===== config.mk =====
export PLATFORM = sky130hd
export DESIGN_NAME = pbsc_sram_control
export DESIGN_NICKNAME = d
export VERILOG_FILES = /design/src/pkg/pbsc_pkg.sv /design/src/design/pbsc_sram_control.sv /design/src/design/pbsc_write_decode.sv /design/src/design/pbsc_burst_counter.sv
export SDC_FILE = /design/constraint.sdc
export NUM_CORES = 1
export LEC_CHECK = 0
export CORE_MARGIN = 3
export CORE_UTILIZATION = 56
export CTS_CLUSTER_DIAMETER = 40
export DETAILED_ROUTE_END_ITERATION = 10
export DONT_BUFFER_PORTS = 1
export PLACE_DENSITY = 0.78
export SLEW_MARGIN = 10
export SYNTH_ARGS = -nofsm -noshare
export SYNTH_HDL_FRONTEND = slang
export SYNTH_SLANG_ARGS = --single-unit

===== constraint.sdc =====
create_clock -name i_core_clk -period 6.65 [get_ports i_core_clk]
set_input_delay 0.3325 -clock i_core_clk [delete_from_list [all_inputs] [get_ports i_core_clk]]
set_output_delay 0.3325 -clock i_core_clk [all_outputs]
set_load 0.03 [all_outputs]

===== src/pkg/pbsc_pkg.sv =====
// shared constants, enumerations and the control-pin bundle of the burst sram control block
// assumes a single 125 MHz core clock; every pin is synchronous to it
`default_nettype none

package pbsc_pkg;

  // array geometry: four byte lanes of eight data bits plus one parity bit each
  localparam int unsigned LANES      = 4;
  localparam int unsigned LANE_W     = 9;
  localparam int unsigned DATA_W     = LANES * LANE_W;
  localparam int unsigned ADDR_W     = 18;
  localparam int unsigned BURST_W    = 2;

  // power-down entry and exit, counted in clock cycles
  localparam int unsigned PD_ENTRY_CYC = 2;
  localparam int unsigned PD_EXIT_CYC  = 2;
  localparam int unsigned PD_CNT_W     = 2;
  localparam logic [PD_CNT_W-1:0] PD_ENTRY_LAST = PD_CNT_W'(PD_ENTRY_CYC - 1);
  localparam logic [PD_CNT_W-1:0] PD_EXIT_LAST  = PD_CNT_W'(PD_EXIT_CYC - 1);
  localparam logic [PD_CNT_W-1:0] PD_CNT_FIRST  = 2'h1;

  // burst counter step and order encodings
  localparam logic [BURST_W-1:0] BURST_STEP  = 2'h1;
  localparam logic               ORDER_LINEAR = 1'h0;

  // reset values
  localparam logic [ADDR_W-1:0]  ADDR_RST = 18'h00000;
  localparam logic [DATA_W-1:0]  DATA_RST = 36'h000000000;
  localparam logic [LANES-1:0]   LANE_RST = 4'h0;
  localparam logic [BURST_W-1:0] BURST_RST = 2'h0;

  // operation decoded on one clock edge
  typedef enum logic [2:0] {
    OP_IDLE,
    OP_DESEL,
    OP_BEGIN_RD,
    OP_BEGIN_WR,
    OP_CONT_RD,
    OP_CONT_WR,
    OP_SUSP_RD,
    OP_SUSP_WR
  } pbsc_op_e;

  // power management states
  typedef enum logic [1:0] {
    PM_RUN,
    PM_ENTER,
    PM_DOWN,
    PM_WAKE
  } pbsc_pm_e;

  // synchronous control pins of the bus, all sampled on the rising edge
  typedef struct packed {
    logic             primary_chip_select_n;
    logic             secondary_chip_select;
    logic             tertiary_chip_select_n;
    logic             processor_addr_strobe_n;
    logic             controller_addr_strobe_n;
    logic             burst_advance_n;
    logic             global_write_n;
    logic             byte_write_master_n;
    logic [LANES-1:0] lane_write_n;
  } pbsc_ctl_s;

endpackage : pbsc_pkg

`default_nettype wire


===== src/design/pbsc_sram_control.sv =====
// control logic of a pipelined burst sram: cycle decode, burst addressing,
// byte-lane writes, two-stage read pipeline, output gating and sleep handling
// assumes the array answers a read combinationally from o_array_addr and
// that every input, the output enable and sleep included, is synchronous
`default_nettype none

// What this block does
// - controller strobe, or processor strobe with primary select active, deselects when any chip select is inactive
// - processor strobe begins read at external address
// - controller strobe begins write or read
// - no strobe, advance low, read: continue read
// - no strobe, advance low, write: continue write
// - no strobe, advance high, read: repeat current
// - no strobe, advance high, write: write current
// - decoded write low means a write
// - read when global high, master or lanes high
// - global write low writes all lanes
// - master low writes only the enabled lanes
// - sleep and output enable override the outputs
// - sleep enters and exits after two cycles
// - burst order linear or interleaved from start
// - read data passes two pipeline registers
// - advance and writes ignored on processor strobe
// - controller strobe samples writes same edge
module pbsc_sram_control (
  input  wire logic                          i_core_clk,
  input  wire logic                          i_rst,
  input  wire pbsc_pkg::pbsc_ctl_s           i_ctl,
  input  wire logic [pbsc_pkg::ADDR_W-1:0]   i_addr,
  input  wire logic [pbsc_pkg::DATA_W-1:0]   i_wdata,
  input  wire logic                          i_output_enable_n,
  input  wire logic                          i_sleep_request,
  input  wire logic                          i_burst_order_select,
  input  wire logic [pbsc_pkg::DATA_W-1:0]   i_array_rdata,
  output var  logic [pbsc_pkg::ADDR_W-1:0]   o_array_addr,
  output var  logic                          o_array_rd,
  output var  logic [pbsc_pkg::LANES-1:0]    o_array_we,
  output var  logic [pbsc_pkg::DATA_W-1:0]   o_array_wdata,
  output var  logic [pbsc_pkg::DATA_W-1:0]   o_dq_out,
  output var  logic                          o_dq_oe,
  output var  logic                          o_power_down,
  output var  logic                          o_burst_active
);

  // decode results
  pbsc_pkg::pbsc_op_e op;                        // operation on this edge
  logic               strobe_seen;               // a strobe starts something
  logic               all_selected;              // every chip select active
  logic               accepting;                 // not asleep nor waking
  logic [pbsc_pkg::LANES-1:0]   lane_we;         // decoded lane enables
  logic                         write_n;         // decoded write, low writes
  logic [pbsc_pkg::BURST_W-1:0] low_bits;        // burst low bits this access
  logic                         is_begin;        // begin of a burst
  logic                         is_adv;          // counter steps
  logic                         is_write;        // array write this edge
  logic                         is_read;         // array read this edge

  // state
  pbsc_pkg::pbsc_pm_e              pm_ff;        // power management state
  logic [pbsc_pkg::PD_CNT_W-1:0]   pm_cnt_ff;    // cycles spent in a transition
  logic [pbsc_pkg::ADDR_W-1:0]     hi_addr_ff;   // upper address of the burst
  logic                            stage1_vld_ff;
  logic [pbsc_pkg::DATA_W-1:0]     stage1_ff;    // data-out register

  // byte-lane write decode
  pbsc_write_decode u_write_decode (
    .i_global_write_n      (i_ctl.global_write_n),
    .i_byte_write_master_n (i_ctl.byte_write_master_n),
    .i_lane_write_n        (i_ctl.lane_write_n),
    .o_lane_we             (lane_we),
    .o_write_n             (write_n)
  );

  // burst counter steps only on continue cycles, holds on suspend
  pbsc_burst_counter u_burst_counter (
    .i_core_clk           (i_core_clk),
    .i_rst                (i_rst),
    .i_load               (is_begin),
    .i_advance            (is_adv),
    .i_burst_start_bits   (i_addr[pbsc_pkg::BURST_W-1:0]),
    .i_burst_order_select (i_burst_order_select),
    .o_low_bits           (low_bits)
  );

  // accesses are refused while powered down and during the wake interval
  always_comb begin
    accepting = (pm_ff == pbsc_pkg::PM_RUN) || (pm_ff == pbsc_pkg::PM_ENTER);
  end

  // chip selects and strobes; processor strobe is blocked by the primary select
  always_comb begin
    all_selected = ~i_ctl.primary_chip_select_n & i_ctl.secondary_chip_select
                 & ~i_ctl.tertiary_chip_select_n;
    strobe_seen  = (~i_ctl.processor_addr_strobe_n & ~i_ctl.primary_chip_select_n)
                 | ~i_ctl.controller_addr_strobe_n;
  end

  // synchronous cycle decode
  always_comb begin
    op = pbsc_pkg::OP_IDLE;
    if (!accepting) begin
      op = pbsc_pkg::OP_IDLE;
    end else if (strobe_seen) begin
      if (!all_selected) begin
        op = pbsc_pkg::OP_DESEL;
      end else if (!i_ctl.processor_addr_strobe_n) begin
        // advance and write inputs are not looked at on this edge
        op = pbsc_pkg::OP_BEGIN_RD;
      end else if (!write_n) begin
        op = pbsc_pkg::OP_BEGIN_WR;
      end else begin
        op = pbsc_pkg::OP_BEGIN_RD;
      end
    end else if (o_burst_active) begin
      // no new cycle: advance and decoded write steer the open burst
      case ({i_ctl.burst_advance_n, write_n})
        2'b01:   op = pbsc_pkg::OP_CONT_RD;
        2'b00:   op = pbsc_pkg::OP_CONT_WR;
        2'b11:   op = pbsc_pkg::OP_SUSP_RD;
        2'b10:   op = pbsc_pkg::OP_SUSP_WR;
        default: op = pbsc_pkg::OP_IDLE;
      endcase
    end
  end

  // classify the operation for the datapath
  always_comb begin
    is_begin = (op == pbsc_pkg::OP_BEGIN_RD) || (op == pbsc_pkg::OP_BEGIN_WR);
    is_adv   = (op == pbsc_pkg::OP_CONT_RD) || (op == pbsc_pkg::OP_CONT_WR);
    is_write = (op == pbsc_pkg::OP_BEGIN_WR) || (op == pbsc_pkg::OP_CONT_WR)
             || (op == pbsc_pkg::OP_SUSP_WR);
    is_read  = (op == pbsc_pkg::OP_BEGIN_RD) || (op == pbsc_pkg::OP_CONT_RD)
             || (op == pbsc_pkg::OP_SUSP_RD);
  end

  // sleep entry and exit, each a fixed two-cycle walk
  always_ff @(posedge i_core_clk or posedge i_rst) begin
    if (i_rst) begin
      pm_ff     <= pbsc_pkg::PM_RUN;
      pm_cnt_ff <= '0;
    end else begin
      case (pm_ff)
        pbsc_pkg::PM_RUN: begin
          if (i_sleep_request) begin
            pm_ff     <= pbsc_pkg::PM_ENTER;
            pm_cnt_ff <= pbsc_pkg::PD_CNT_FIRST;
          end
        end
        pbsc_pkg::PM_ENTER: begin
          // a short pulse on sleep aborts the entry
          if (!i_sleep_request) begin
            pm_ff <= pbsc_pkg::PM_RUN;
          end else if (pm_cnt_ff == pbsc_pkg::PD_ENTRY_LAST) begin
            pm_ff <= pbsc_pkg::PM_DOWN;
          end else begin
            pm_cnt_ff <= pm_cnt_ff + pbsc_pkg::PD_CNT_FIRST;
          end
        end
        pbsc_pkg::PM_DOWN: begin
          if (!i_sleep_request) begin
            pm_ff     <= pbsc_pkg::PM_WAKE;
            pm_cnt_ff <= pbsc_pkg::PD_CNT_FIRST;
          end
        end
        pbsc_pkg::PM_WAKE: begin
          // sleep again during wake-up goes straight back down
          if (i_sleep_request) begin
            pm_ff <= pbsc_pkg::PM_DOWN;
          end else if (pm_cnt_ff == pbsc_pkg::PD_EXIT_LAST) begin
            pm_ff <= pbsc_pkg::PM_RUN;
          end else begin
            pm_cnt_ff <= pm_cnt_ff + pbsc_pkg::PD_CNT_FIRST;
          end
        end
        default: begin
          pm_ff <= pbsc_pkg::PM_RUN;
        end
      endcase
    end
  end

  // power-down flag follows the state, so it lags sleep by two edges
  always_ff @(posedge i_core_clk or posedge i_rst) begin
    if (i_rst) begin
      o_power_down <= 1'b0;
    end else begin
      o_power_down <= (pm_ff == pbsc_pkg::PM_DOWN)
                    || (pm_ff == pbsc_pkg::PM_ENTER && i_sleep_request
                        && pm_cnt_ff == pbsc_pkg::PD_ENTRY_LAST)
                    || (pm_ff == pbsc_pkg::PM_WAKE
                        && (i_sleep_request || pm_cnt_ff != pbsc_pkg::PD_EXIT_LAST));
    end
  end

  // open burst: set by a begin, cleared by a deselect; sleep keeps it
  always_ff @(posedge i_core_clk or posedge i_rst) begin
    if (i_rst) begin
      o_burst_active <= 1'b0;
    end else if (is_begin) begin
      o_burst_active <= 1'b1;
    end else if (op == pbsc_pkg::OP_DESEL) begin
      o_burst_active <= 1'b0;
    end
  end

  // upper address is captured only when a burst begins
  always_ff @(posedge i_core_clk or posedge i_rst) begin
    if (i_rst) begin
      hi_addr_ff <= pbsc_pkg::ADDR_RST;
    end else if (is_begin) begin
      hi_addr_ff <= i_addr;
    end
  end

  // array request: address, read strobe, lane enables and write data
  always_ff @(posedge i_core_clk or posedge i_rst) begin
    if (i_rst) begin
      o_array_addr  <= pbsc_pkg::ADDR_RST;
      o_array_rd    <= 1'b0;
      o_array_we    <= pbsc_pkg::LANE_RST;
      o_array_wdata <= pbsc_pkg::DATA_RST;
    end else begin
      o_array_rd <= is_read;
      o_array_we <= is_write ? lane_we : pbsc_pkg::LANE_RST;
      if (is_read || is_write) begin
        // begin takes the external address, later cycles the held one
        o_array_addr <= is_begin
          ? {i_addr[pbsc_pkg::ADDR_W-1:pbsc_pkg::BURST_W], low_bits}
          : {hi_addr_ff[pbsc_pkg::ADDR_W-1:pbsc_pkg::BURST_W], low_bits};
      end
      if (is_write) begin
        o_array_wdata <= i_wdata;
      end
    end
  end

  // read pipeline, first stage: array data into the data-out register
  always_ff @(posedge i_core_clk or posedge i_rst) begin
    if (i_rst) begin
      stage1_vld_ff <= 1'b0;
      stage1_ff     <= pbsc_pkg::DATA_RST;
    end else begin
      stage1_vld_ff <= o_array_rd;
      if (o_array_rd) begin
        stage1_ff <= i_array_rdata;
      end
    end
  end

  // second stage: data-out buffer drives the pins on the following edge
  always_ff @(posedge i_core_clk or posedge i_rst) begin
    if (i_rst) begin
      o_dq_out <= pbsc_pkg::DATA_RST;
    end else if (stage1_vld_ff) begin
      o_dq_out <= stage1_ff;
    end
  end

  // output enable: sleep, output-enable pin and a write cycle all force
  // high-z; the pins are sampled here, so the override lands one edge late
  always_ff @(posedge i_core_clk or posedge i_rst) begin
    if (i_rst) begin
      o_dq_oe <= 1'b0;
    end else begin
      o_dq_oe <= stage1_vld_ff && !i_output_enable_n && !i_sleep_request
               && !o_power_down && !is_write;
    end
  end

endmodule : pbsc_sram_control

`default_nettype wire


===== src/design/pbsc_write_decode.sv =====
// byte-lane write decode: global write, byte-write master and lane enables
// purely combinational; the caller samples the result on its clock edge
`default_nettype none

module pbsc_write_decode (
  input  wire logic                     i_global_write_n,
  input  wire logic                     i_byte_write_master_n,
  input  wire logic [pbsc_pkg::LANES-1:0] i_lane_write_n,
  output var  logic [pbsc_pkg::LANES-1:0] o_lane_we,
  output var  logic                     o_write_n
);

  // one enable per lane, parity bit travels with its lane
  for (genvar g = 0; g < pbsc_pkg::LANES; g++) begin : g_lane
    // global write overrides everything, else master plus the lane's own enable
    always_comb begin
      o_lane_we[g] = ~i_global_write_n | (~i_byte_write_master_n & ~i_lane_write_n[g]);
    end
  end

  // read when global write is high and master high or no lane selected
  always_comb begin
    o_write_n = i_global_write_n & (i_byte_write_master_n | (&i_lane_write_n));
  end

endmodule : pbsc_write_decode

`default_nettype wire


===== src/design/pbsc_burst_counter.sv =====
// two-bit burst address counter with linear or interleaved order
// start bits are loaded on a begin cycle; order strap is a static level
`default_nettype none

module pbsc_burst_counter (
  input  wire logic                       i_core_clk,
  input  wire logic                       i_rst,
  input  wire logic                       i_load,
  input  wire logic                       i_advance,
  input  wire logic [pbsc_pkg::BURST_W-1:0] i_burst_start_bits,
  input  wire logic                       i_burst_order_select,
  output var  logic [pbsc_pkg::BURST_W-1:0] o_low_bits
);

  logic [pbsc_pkg::BURST_W-1:0] start_ff;  // low bits given at burst start
  logic [pbsc_pkg::BURST_W-1:0] count_ff;  // advances made since start, wraps
  logic [pbsc_pkg::BURST_W-1:0] nxt_count; // count used by this access

  // count for this access: zero on load, one more on advance, same on suspend
  always_comb begin
    if (i_load) begin
      nxt_count = pbsc_pkg::BURST_RST;
    end else if (i_advance) begin
      nxt_count = count_ff + pbsc_pkg::BURST_STEP;
    end else begin
      nxt_count = count_ff;
    end
  end

  // linear adds, interleaved xors; both wrap to the start after four
  always_comb begin
    if (i_load) begin
      o_low_bits = i_burst_start_bits;
    end else if (i_burst_order_select == pbsc_pkg::ORDER_LINEAR) begin
      o_low_bits = start_ff + nxt_count;
    end else begin
      o_low_bits = start_ff ^ nxt_count;
    end
  end

  // start bits held for the life of the burst
  always_ff @(posedge i_core_clk or posedge i_rst) begin
    if (i_rst) begin
      start_ff <= pbsc_pkg::BURST_RST;
    end else if (i_load) begin
      start_ff <= i_burst_start_bits;
    end
  end

  // counter wraps naturally at two bits
  always_ff @(posedge i_core_clk or posedge i_rst) begin
    if (i_rst) begin
      count_ff <= pbsc_pkg::BURST_RST;
    end else begin
      count_ff <= nxt_count;
    end
  end

endmodule : pbsc_burst_counter

`default_nettype wire


**After elaboration in Yosys (flattened, before gate mapping)**

Cells that the tools add are included.

- Memories kept: 0
- Output and inout port bits: 98
- Bits in latches: 0
- Register bits after elaboration: 161
- Memory bits (read-only): 0
- Logic and storage cells: 119
- RAM bits: 0

- Equality and inequality tests: 21
- Mux-type cells: 27
- Bitwise gates (word level): 25
- Add/sub/neg operators: 3
- Shift operators: 0
- Magnitude comparators: 0
- $mul: 0
- Reduce and logical (&&, ||, !) cells: 28
- Div/mod/pow operators: 0

Operators by type and width:

| operator | count |
|---|---|
| 2-to-1 mux 2 bit | 15 |
| 2-to-1 mux 18 bit | 1 |
| one-hot mux 2 bit (4 select lines) | 2 |
| == test 3 bit (second input constant) | 4 |
| one-hot mux 3 bit (4 select lines) | 1 |
| AND reduction 4 bit | 3 |
| logical OR 1 bit | 11 |
| NOT 1 bit | 10 |
| 2-to-1 mux 3 bit | 3 |
| AND 1 bit | 8 |
| == test 2 bit (second input constant) | 4 |
| != test 2 bit (second input constant) | 4 |
| logical AND 1 bit | 7 |
| == test 2 x 1 -> 1 bit (second input constant) | 3 |
| == test 3 x 2 -> 1 bit (second input constant) | 2 |
| OR 1 bit | 6 |
| adder 2 x 1 -> 2 bit (second input constant) | 2 |
| logical NOT 1 bit | 4 |
| logical NOT 2 bit | 2 |
| 2-to-1 mux 1 bit | 4 |
| 2-to-1 mux 4 bit | 1 |
| == test 3 x 1 -> 1 bit (second input constant) | 1 |
| != test 3 x 2 -> 1 bit (second input constant) | 1 |
| != test 3 bit (second input constant) | 1 |
| 4 further kinds | 4 |

**Depth between registers and ports, before layout**

- Depth in word-level cells: 16
- Gate-level depth with buffers: 10

**Hierarchy**

A second synthesis with hierarchy kept.

- Cells, all modules: 398
- Area total of the unflattened synthesis: 6377.4 sq um

By module, submodules not included:

| module | cells an instance | times used | area an instance (sq um) | seq. area each (sq um) |
|---|---|---|---|---|
| pbsc_sram_control | 371 | 1 | 6104.6 | 3878.7 |
| pbsc_burst_counter | 21 | 1 | 237.7 | 100.1 |
| pbsc_write_decode | 6 | 1 | 35.0 | 0.0 |

**Worst setup path after synthesis**

OpenSTA, ideal clock, no wires.

- Path kind: register to register
- From: register o_burst_active
- To: register o_array_addr[1] (netlist bit)
- Period minus slack after synthesis: 1.987 ns
- Data required time: 6.524 ns
- Arrival time: 1.861 ns
- Setup time: 0.126 ns
- Cell stages (with the launch flop): 10
- Path buffers: 0
- Slack: 4.663 ns
- Path through: dfrtp_1 -> inv_1 -> nor2_1 -> mux2i_1 -> o21ai_0 -> ha_1 -> nor2b_1 -> xnor2_1 -> xnor2_1 -> a221o_1

- Longest elaborated chain between the ends: 11

Ends and longest elaborated chain:

| element | line | source |
|---|---|---|
| from (decl) | pbsc_sram_control.sv:42 | `output var logic o_burst_active` |
| from (signal assigned) | pbsc_sram_control.sv:198 | `o_burst_active <= 1'b0;` |
| from (signal assigned) | pbsc_sram_control.sv:200 | `o_burst_active <= 1'b1;` |
| from (signal assigned) | pbsc_sram_control.sv:202 | `o_burst_active <= 1'b0;` |
| 2-to-1 mux 3 bit (*) | pbsc_sram_control.sv:114 | `end else if (o_burst_active) begin` |
| 2-to-1 mux 3 bit (*) | pbsc_sram_control.sv:103 | `end else if (strobe_seen) begin` |
| 2-to-1 mux 3 bit (*) | pbsc_sram_control.sv:101 | `if (!accepting) begin` |
| == test 3 bit | pbsc_sram_control.sv:129 | `is_adv = (op == pbsc_pkg::OP_CONT_RD) \|\| (op == pbsc_pkg::OP_CONT_WR);` |
| logical OR 1 bit | pbsc_sram_control.sv:129 |  |
| 2-to-1 mux 2 bit | pbsc_burst_counter.sv:23 | `end else if (i_advance) begin` |
| 2-to-1 mux 2 bit (*) | pbsc_burst_counter.sv:21 | `if (i_load) begin` |
| via u_burst_counter.nxt_count (one bit) | pbsc_burst_counter.sv:17 | `logic [pbsc_pkg::BURST_W-1:0] nxt_count;` |
| adder 2 bit (*) | pbsc_burst_counter.sv:35 | `o_low_bits = start_ff + nxt_count;` |
| 2-to-1 mux 2 bit (*) | pbsc_burst_counter.sv:34 | `end else if (i_burst_order_select == pbsc_pkg::ORDER_LINEAR) begin` |
| 2-to-1 mux 2 bit (*) | pbsc_burst_counter.sv:32 | `if (i_load) begin` |
| 2-to-1 mux 18 bit (*) | pbsc_sram_control.sv:228 | `? {i_addr[pbsc_pkg::ADDR_W-1:pbsc_pkg::BURST_W], low_bits}` |
| to (signal assigned) | pbsc_sram_control.sv:218 | `o_array_addr <= pbsc_pkg::ADDR_RST;` |
| to (signal assigned) | pbsc_sram_control.sv:227 | `o_array_addr <= is_begin` |
| to (decl) | pbsc_sram_control.sv:35 | `output var logic [pbsc_pkg::ADDR_W-1:0] o_array_addr,` |

Mark *: on every way through the listed nets, which the timed path passes. The rest lies on a longest branch.
A chain may end at the register's enable or synchronous reset.

**Final worst setup path**

- From: register o_burst_active
- To: register o_array_wdata[31] (netlist bit)

- Longest elaborated chain between the ends: 6

Ends and longest elaborated chain:

| element | line | source |
|---|---|---|
| 2-to-1 mux 3 bit (*) | pbsc_sram_control.sv:114 |  |
| 2-to-1 mux 3 bit (*) | pbsc_sram_control.sv:103 |  |
| 2-to-1 mux 3 bit (*) | pbsc_sram_control.sv:101 |  |
| == test 3 x 2 -> 1 bit or == test 3 bit (tied branches) | pbsc_sram_control.sv:130 | `is_write = (op == pbsc_pkg::OP_BEGIN_WR) \|\| (op == pbsc_pkg::OP_CONT_WR)` |
| logical OR 1 bit | pbsc_sram_control.sv:130 |  |
| logical OR 1 bit (*) | pbsc_sram_control.sv:131 | `\|\| (op == pbsc_pkg::OP_SUSP_WR);` |
| to (signal assigned) | pbsc_sram_control.sv:221 | `o_array_wdata <= pbsc_pkg::DATA_RST;` |
| to (signal assigned) | pbsc_sram_control.sv:232 | `o_array_wdata <= i_wdata;` |
| to (decl) | pbsc_sram_control.sv:38 | `output var logic [pbsc_pkg::DATA_W-1:0] o_array_wdata,` |

Mark *: on every way between the ends. The rest lies on a longest branch, timed or not.

==> impl_metrics.ini <==
[power_and_ir_drop]
powerDensity_nw_per_um2 = 549
irDropWorstVdd_mv = 0.280
p_leak_nw = 3.26

[setup_path]
worst-r2r-cell-count = 4
crit_buf_inv = 1
crit_cells = 4
crit_required_ns = 6.94
slowest_delay_ns = 0.91
crit_path_cell_trace = inv_1 > a221o_1 > or3_2 > mux2_1
cp_slowest_cell = or3_2
critPathMaxFanout = 41
crit_type = reg -> reg
crit_family = simple AND/OR/NAND/NOR gates
crit_arrival_ns = 2.85
endpoint_kind = register
cp-start-kind = register

[routing]
drt-initial-drc-count = 260
ant_nets = 0
vias_per_cell = 5.71
vias = 3338
post_drt_wl_per_cell_um = 21.1
drc = 0
dr.pass1.iters = 4
routed_wl_um = 12300

[floorplan]
die_y_um = 112
die_w_um = 112
rows = 38
ioPinCount = 205
fp.dieArea_um2 = 12600
core_area_um2 = 10900
start_util_pct = 57.8

[yosys]
synth-simple-area-share_pct = 5.35
syn_avg_cell_area_um2 = 14.6
synth_top_family_by_area = multiplexers
syn_inst = 432
synthArstFlopShare_pct = 100
synthMuxAreaShare_pct = 24.5
synthXorXnorAreaFrac_pct = 0.693
synth_top_flop_cell = dfrtp_1
syn_area_um2 = 6320
synthDistinctLibCells = 36
ys_ff_latch = 159
synthAdderAreaFrac_pct = 0.396
synth_compound_area_share_pct = 3.50
synth_warnings = 0
syn_nets = 541
synth-edff-count = 0
yosysSeqAreaShare_pct = 63.0

[finish]
syn2layout_area_growth_pct = 9.60
nets = 543
layout-drive-gt1-share_pct = 32.6
n_antenna_cell = 0
fill_cells = 823

[grt]
antenna_found_initial = 0
grt_pass1_wl_um = 19900
grt_overflow_total = 0
grt_max_degree = 89
grt_pass1_vias = 3669
track_usage_pct = 20.3

[sta]
relSlewSlack_pct = 18.5
final-setup-viol-count = 0
fmax_ghz = 0.392
min_period_ns = 2.55
fin_worst_skew_ns = 0.00508
setup_slack_ns = 4.10
worst_pin_slew_ns = 1.22
finalMaxSlewViolations = 0
setup-tns-final_ns = 0
timing.final.hold_violations = 0
grt_setup_unrepaired = no
finalCritPeriodShare_pct = 38.4

[placement]
gp_congestion = 0.776
io_buffer_count = 0
place_ws_ns = 4.12
dp_hpwl_um = 8750

[min_path]
min_path_type = in -> reg
hold_path_depth = 2

[clock_tree]
path_clk_slew_ns = 0.06
cts_buffers = 17
clock_sinks = 159
cts_tree = done
cts_resized = 0
clk_latency_ns = 0.41
cts_buffer_depth = 2
cts_root_buf = clkbuf_16
post_cts_buffers = 0
hold_buffers = 1
htreeDepth = 4

[job]
drv_cap = 0

[status]
status = finished clean
[cell usage after synthesis (2+ instances only)]
cell type	number	area (um2)
nand2_1	55	206
a221o_1	3	30.0
a21oi_1	2	10.0
ha_1	2	25.0
dfrtp_1	159	3980
mux2i_1	17	170
buf_1	2	7.51
buf_12	3	60.1
inv_1	4	15.0
clkbuf_1	12	45.0
o21a_1	5	37.5
nor2_1	9	33.8
nand2b_1	2	12.5
mux2_2	75	845
and3_1	2	12.5
a21o_1	2	15.0
buf_6	2	22.5
xnor2_1	4	35.0
mux2_4	35	526
o21ai_0	21	105
[cell families (layout without fill, tap and decap cells)]
kind of cell / count (synthesis) / in the layout
DFF: 159 / 159
muxes: 128 / 128
xor gates and xnor gates: 5 / 5
buffers and inverters: 25 / 38
and+or+nand+nor: 77 / 77
adders and majority gates: 2 / 2
AOI/OAI and AO/OA: 36 / 36
[per-stage QoR]
step                util [%]  std cells  hold slack (ns)  power (mW)  cell area (um2)
global placement        58.3        554            0.374        2.87             6370
floorplan                  -        432            0.446        2.74             6320
detailed placement      58.3        554            0.388        2.94             6370
finish                  63.3        585           0.0422        3.80             6930
CTS                     63.3        585           0.0234        3.84             6930
global route            63.3        585           0.0318        4.00             6930
[per-layer routing]
layer	wire length [um]	vias up	global-route usage (%)
li1	-	1491	-
met1	4790	1706	23.5
met2	6240	125	33.3
met3	1080	16	9.00
met4	209	0	7.77
met5	0	-	0
[area by class of cell]
class | instances | area, um2 | area share, %
clock buffer | 24 | 482 | 6.95
clock inverter | 6 | 60.1 | 0.867
inverter | 5 | 23.8 | 0.343
multi-input combinational | 248 | 2180 | 31.5
sequential | 159 | 3980 | 57.5
tap | 140 | 175 | 2.53
timing repair buffer | 3 | 25.0 | 0.361
[power by group]
part	total [mW]	switching [mW]	internal [mW]
combinational	0.648	0.227	0.421
clock	0.887	0.349	0.538
sequential	2.27	0.861	1.40
[cell usage in the layout, fill, tap and decap left out, types with 2 or more instances in the layout]
cell type	count
nand2b_1	2
and3_1	2
o21a_1	5
a221o_1	3
buf_4	2
mux2_4	35
a21oi_1	2
o21ai_0	21
clkbuf_1	4
inv_1	3
a21o_1	2
nor2_1	9
clkbuf_8	3
xnor2_1	4
mux2i_1	17
ha_1	2
clkinvlp_4	2
dfrtp_1	158
mux2_2	75
clkinv_2	3
nand2_1	55
clkbuf_16	17
[flip-flops by register name (all words and copies together) (netlist names), 2 cells and up, named ones only]
signal,flops
stage1_ff,36
u_burst_counter.count_ff,2
o_array_wdata,36
o_array_addr,18
pm_cnt_ff,2
o_array_we,4
o_dq_out,36
hi_addr_ff,18
[path summary, 6_finish.rpt]
check,endpoint,slack [ns],startpoint
min reg2reg,hi_addr_ff[16]$_DFFE_PP0N_,0.47,hi_addr_ff[16]$_DFFE_PP0N_
max reg2reg,o_array_wdata[31]$_DFFE_PP0P_,4.10,o_burst_active$_DFFE_PP0P_
max in group asynchronous,o_array_rd$_DFF_PP0_,4.67,i_rst
min,hi_addr_ff[11]$_DFFE_PP0N_,0.04,i_addr[11]
max,o_array_wdata[31]$_DFFE_PP0P_,4.10,o_burst_active$_DFFE_PP0P_
min in group asynchronous,stage1_ff[24]$_DFFE_PP0P_,0.55,i_rst
No activity file was read; power rests on OpenSTA's default activity.
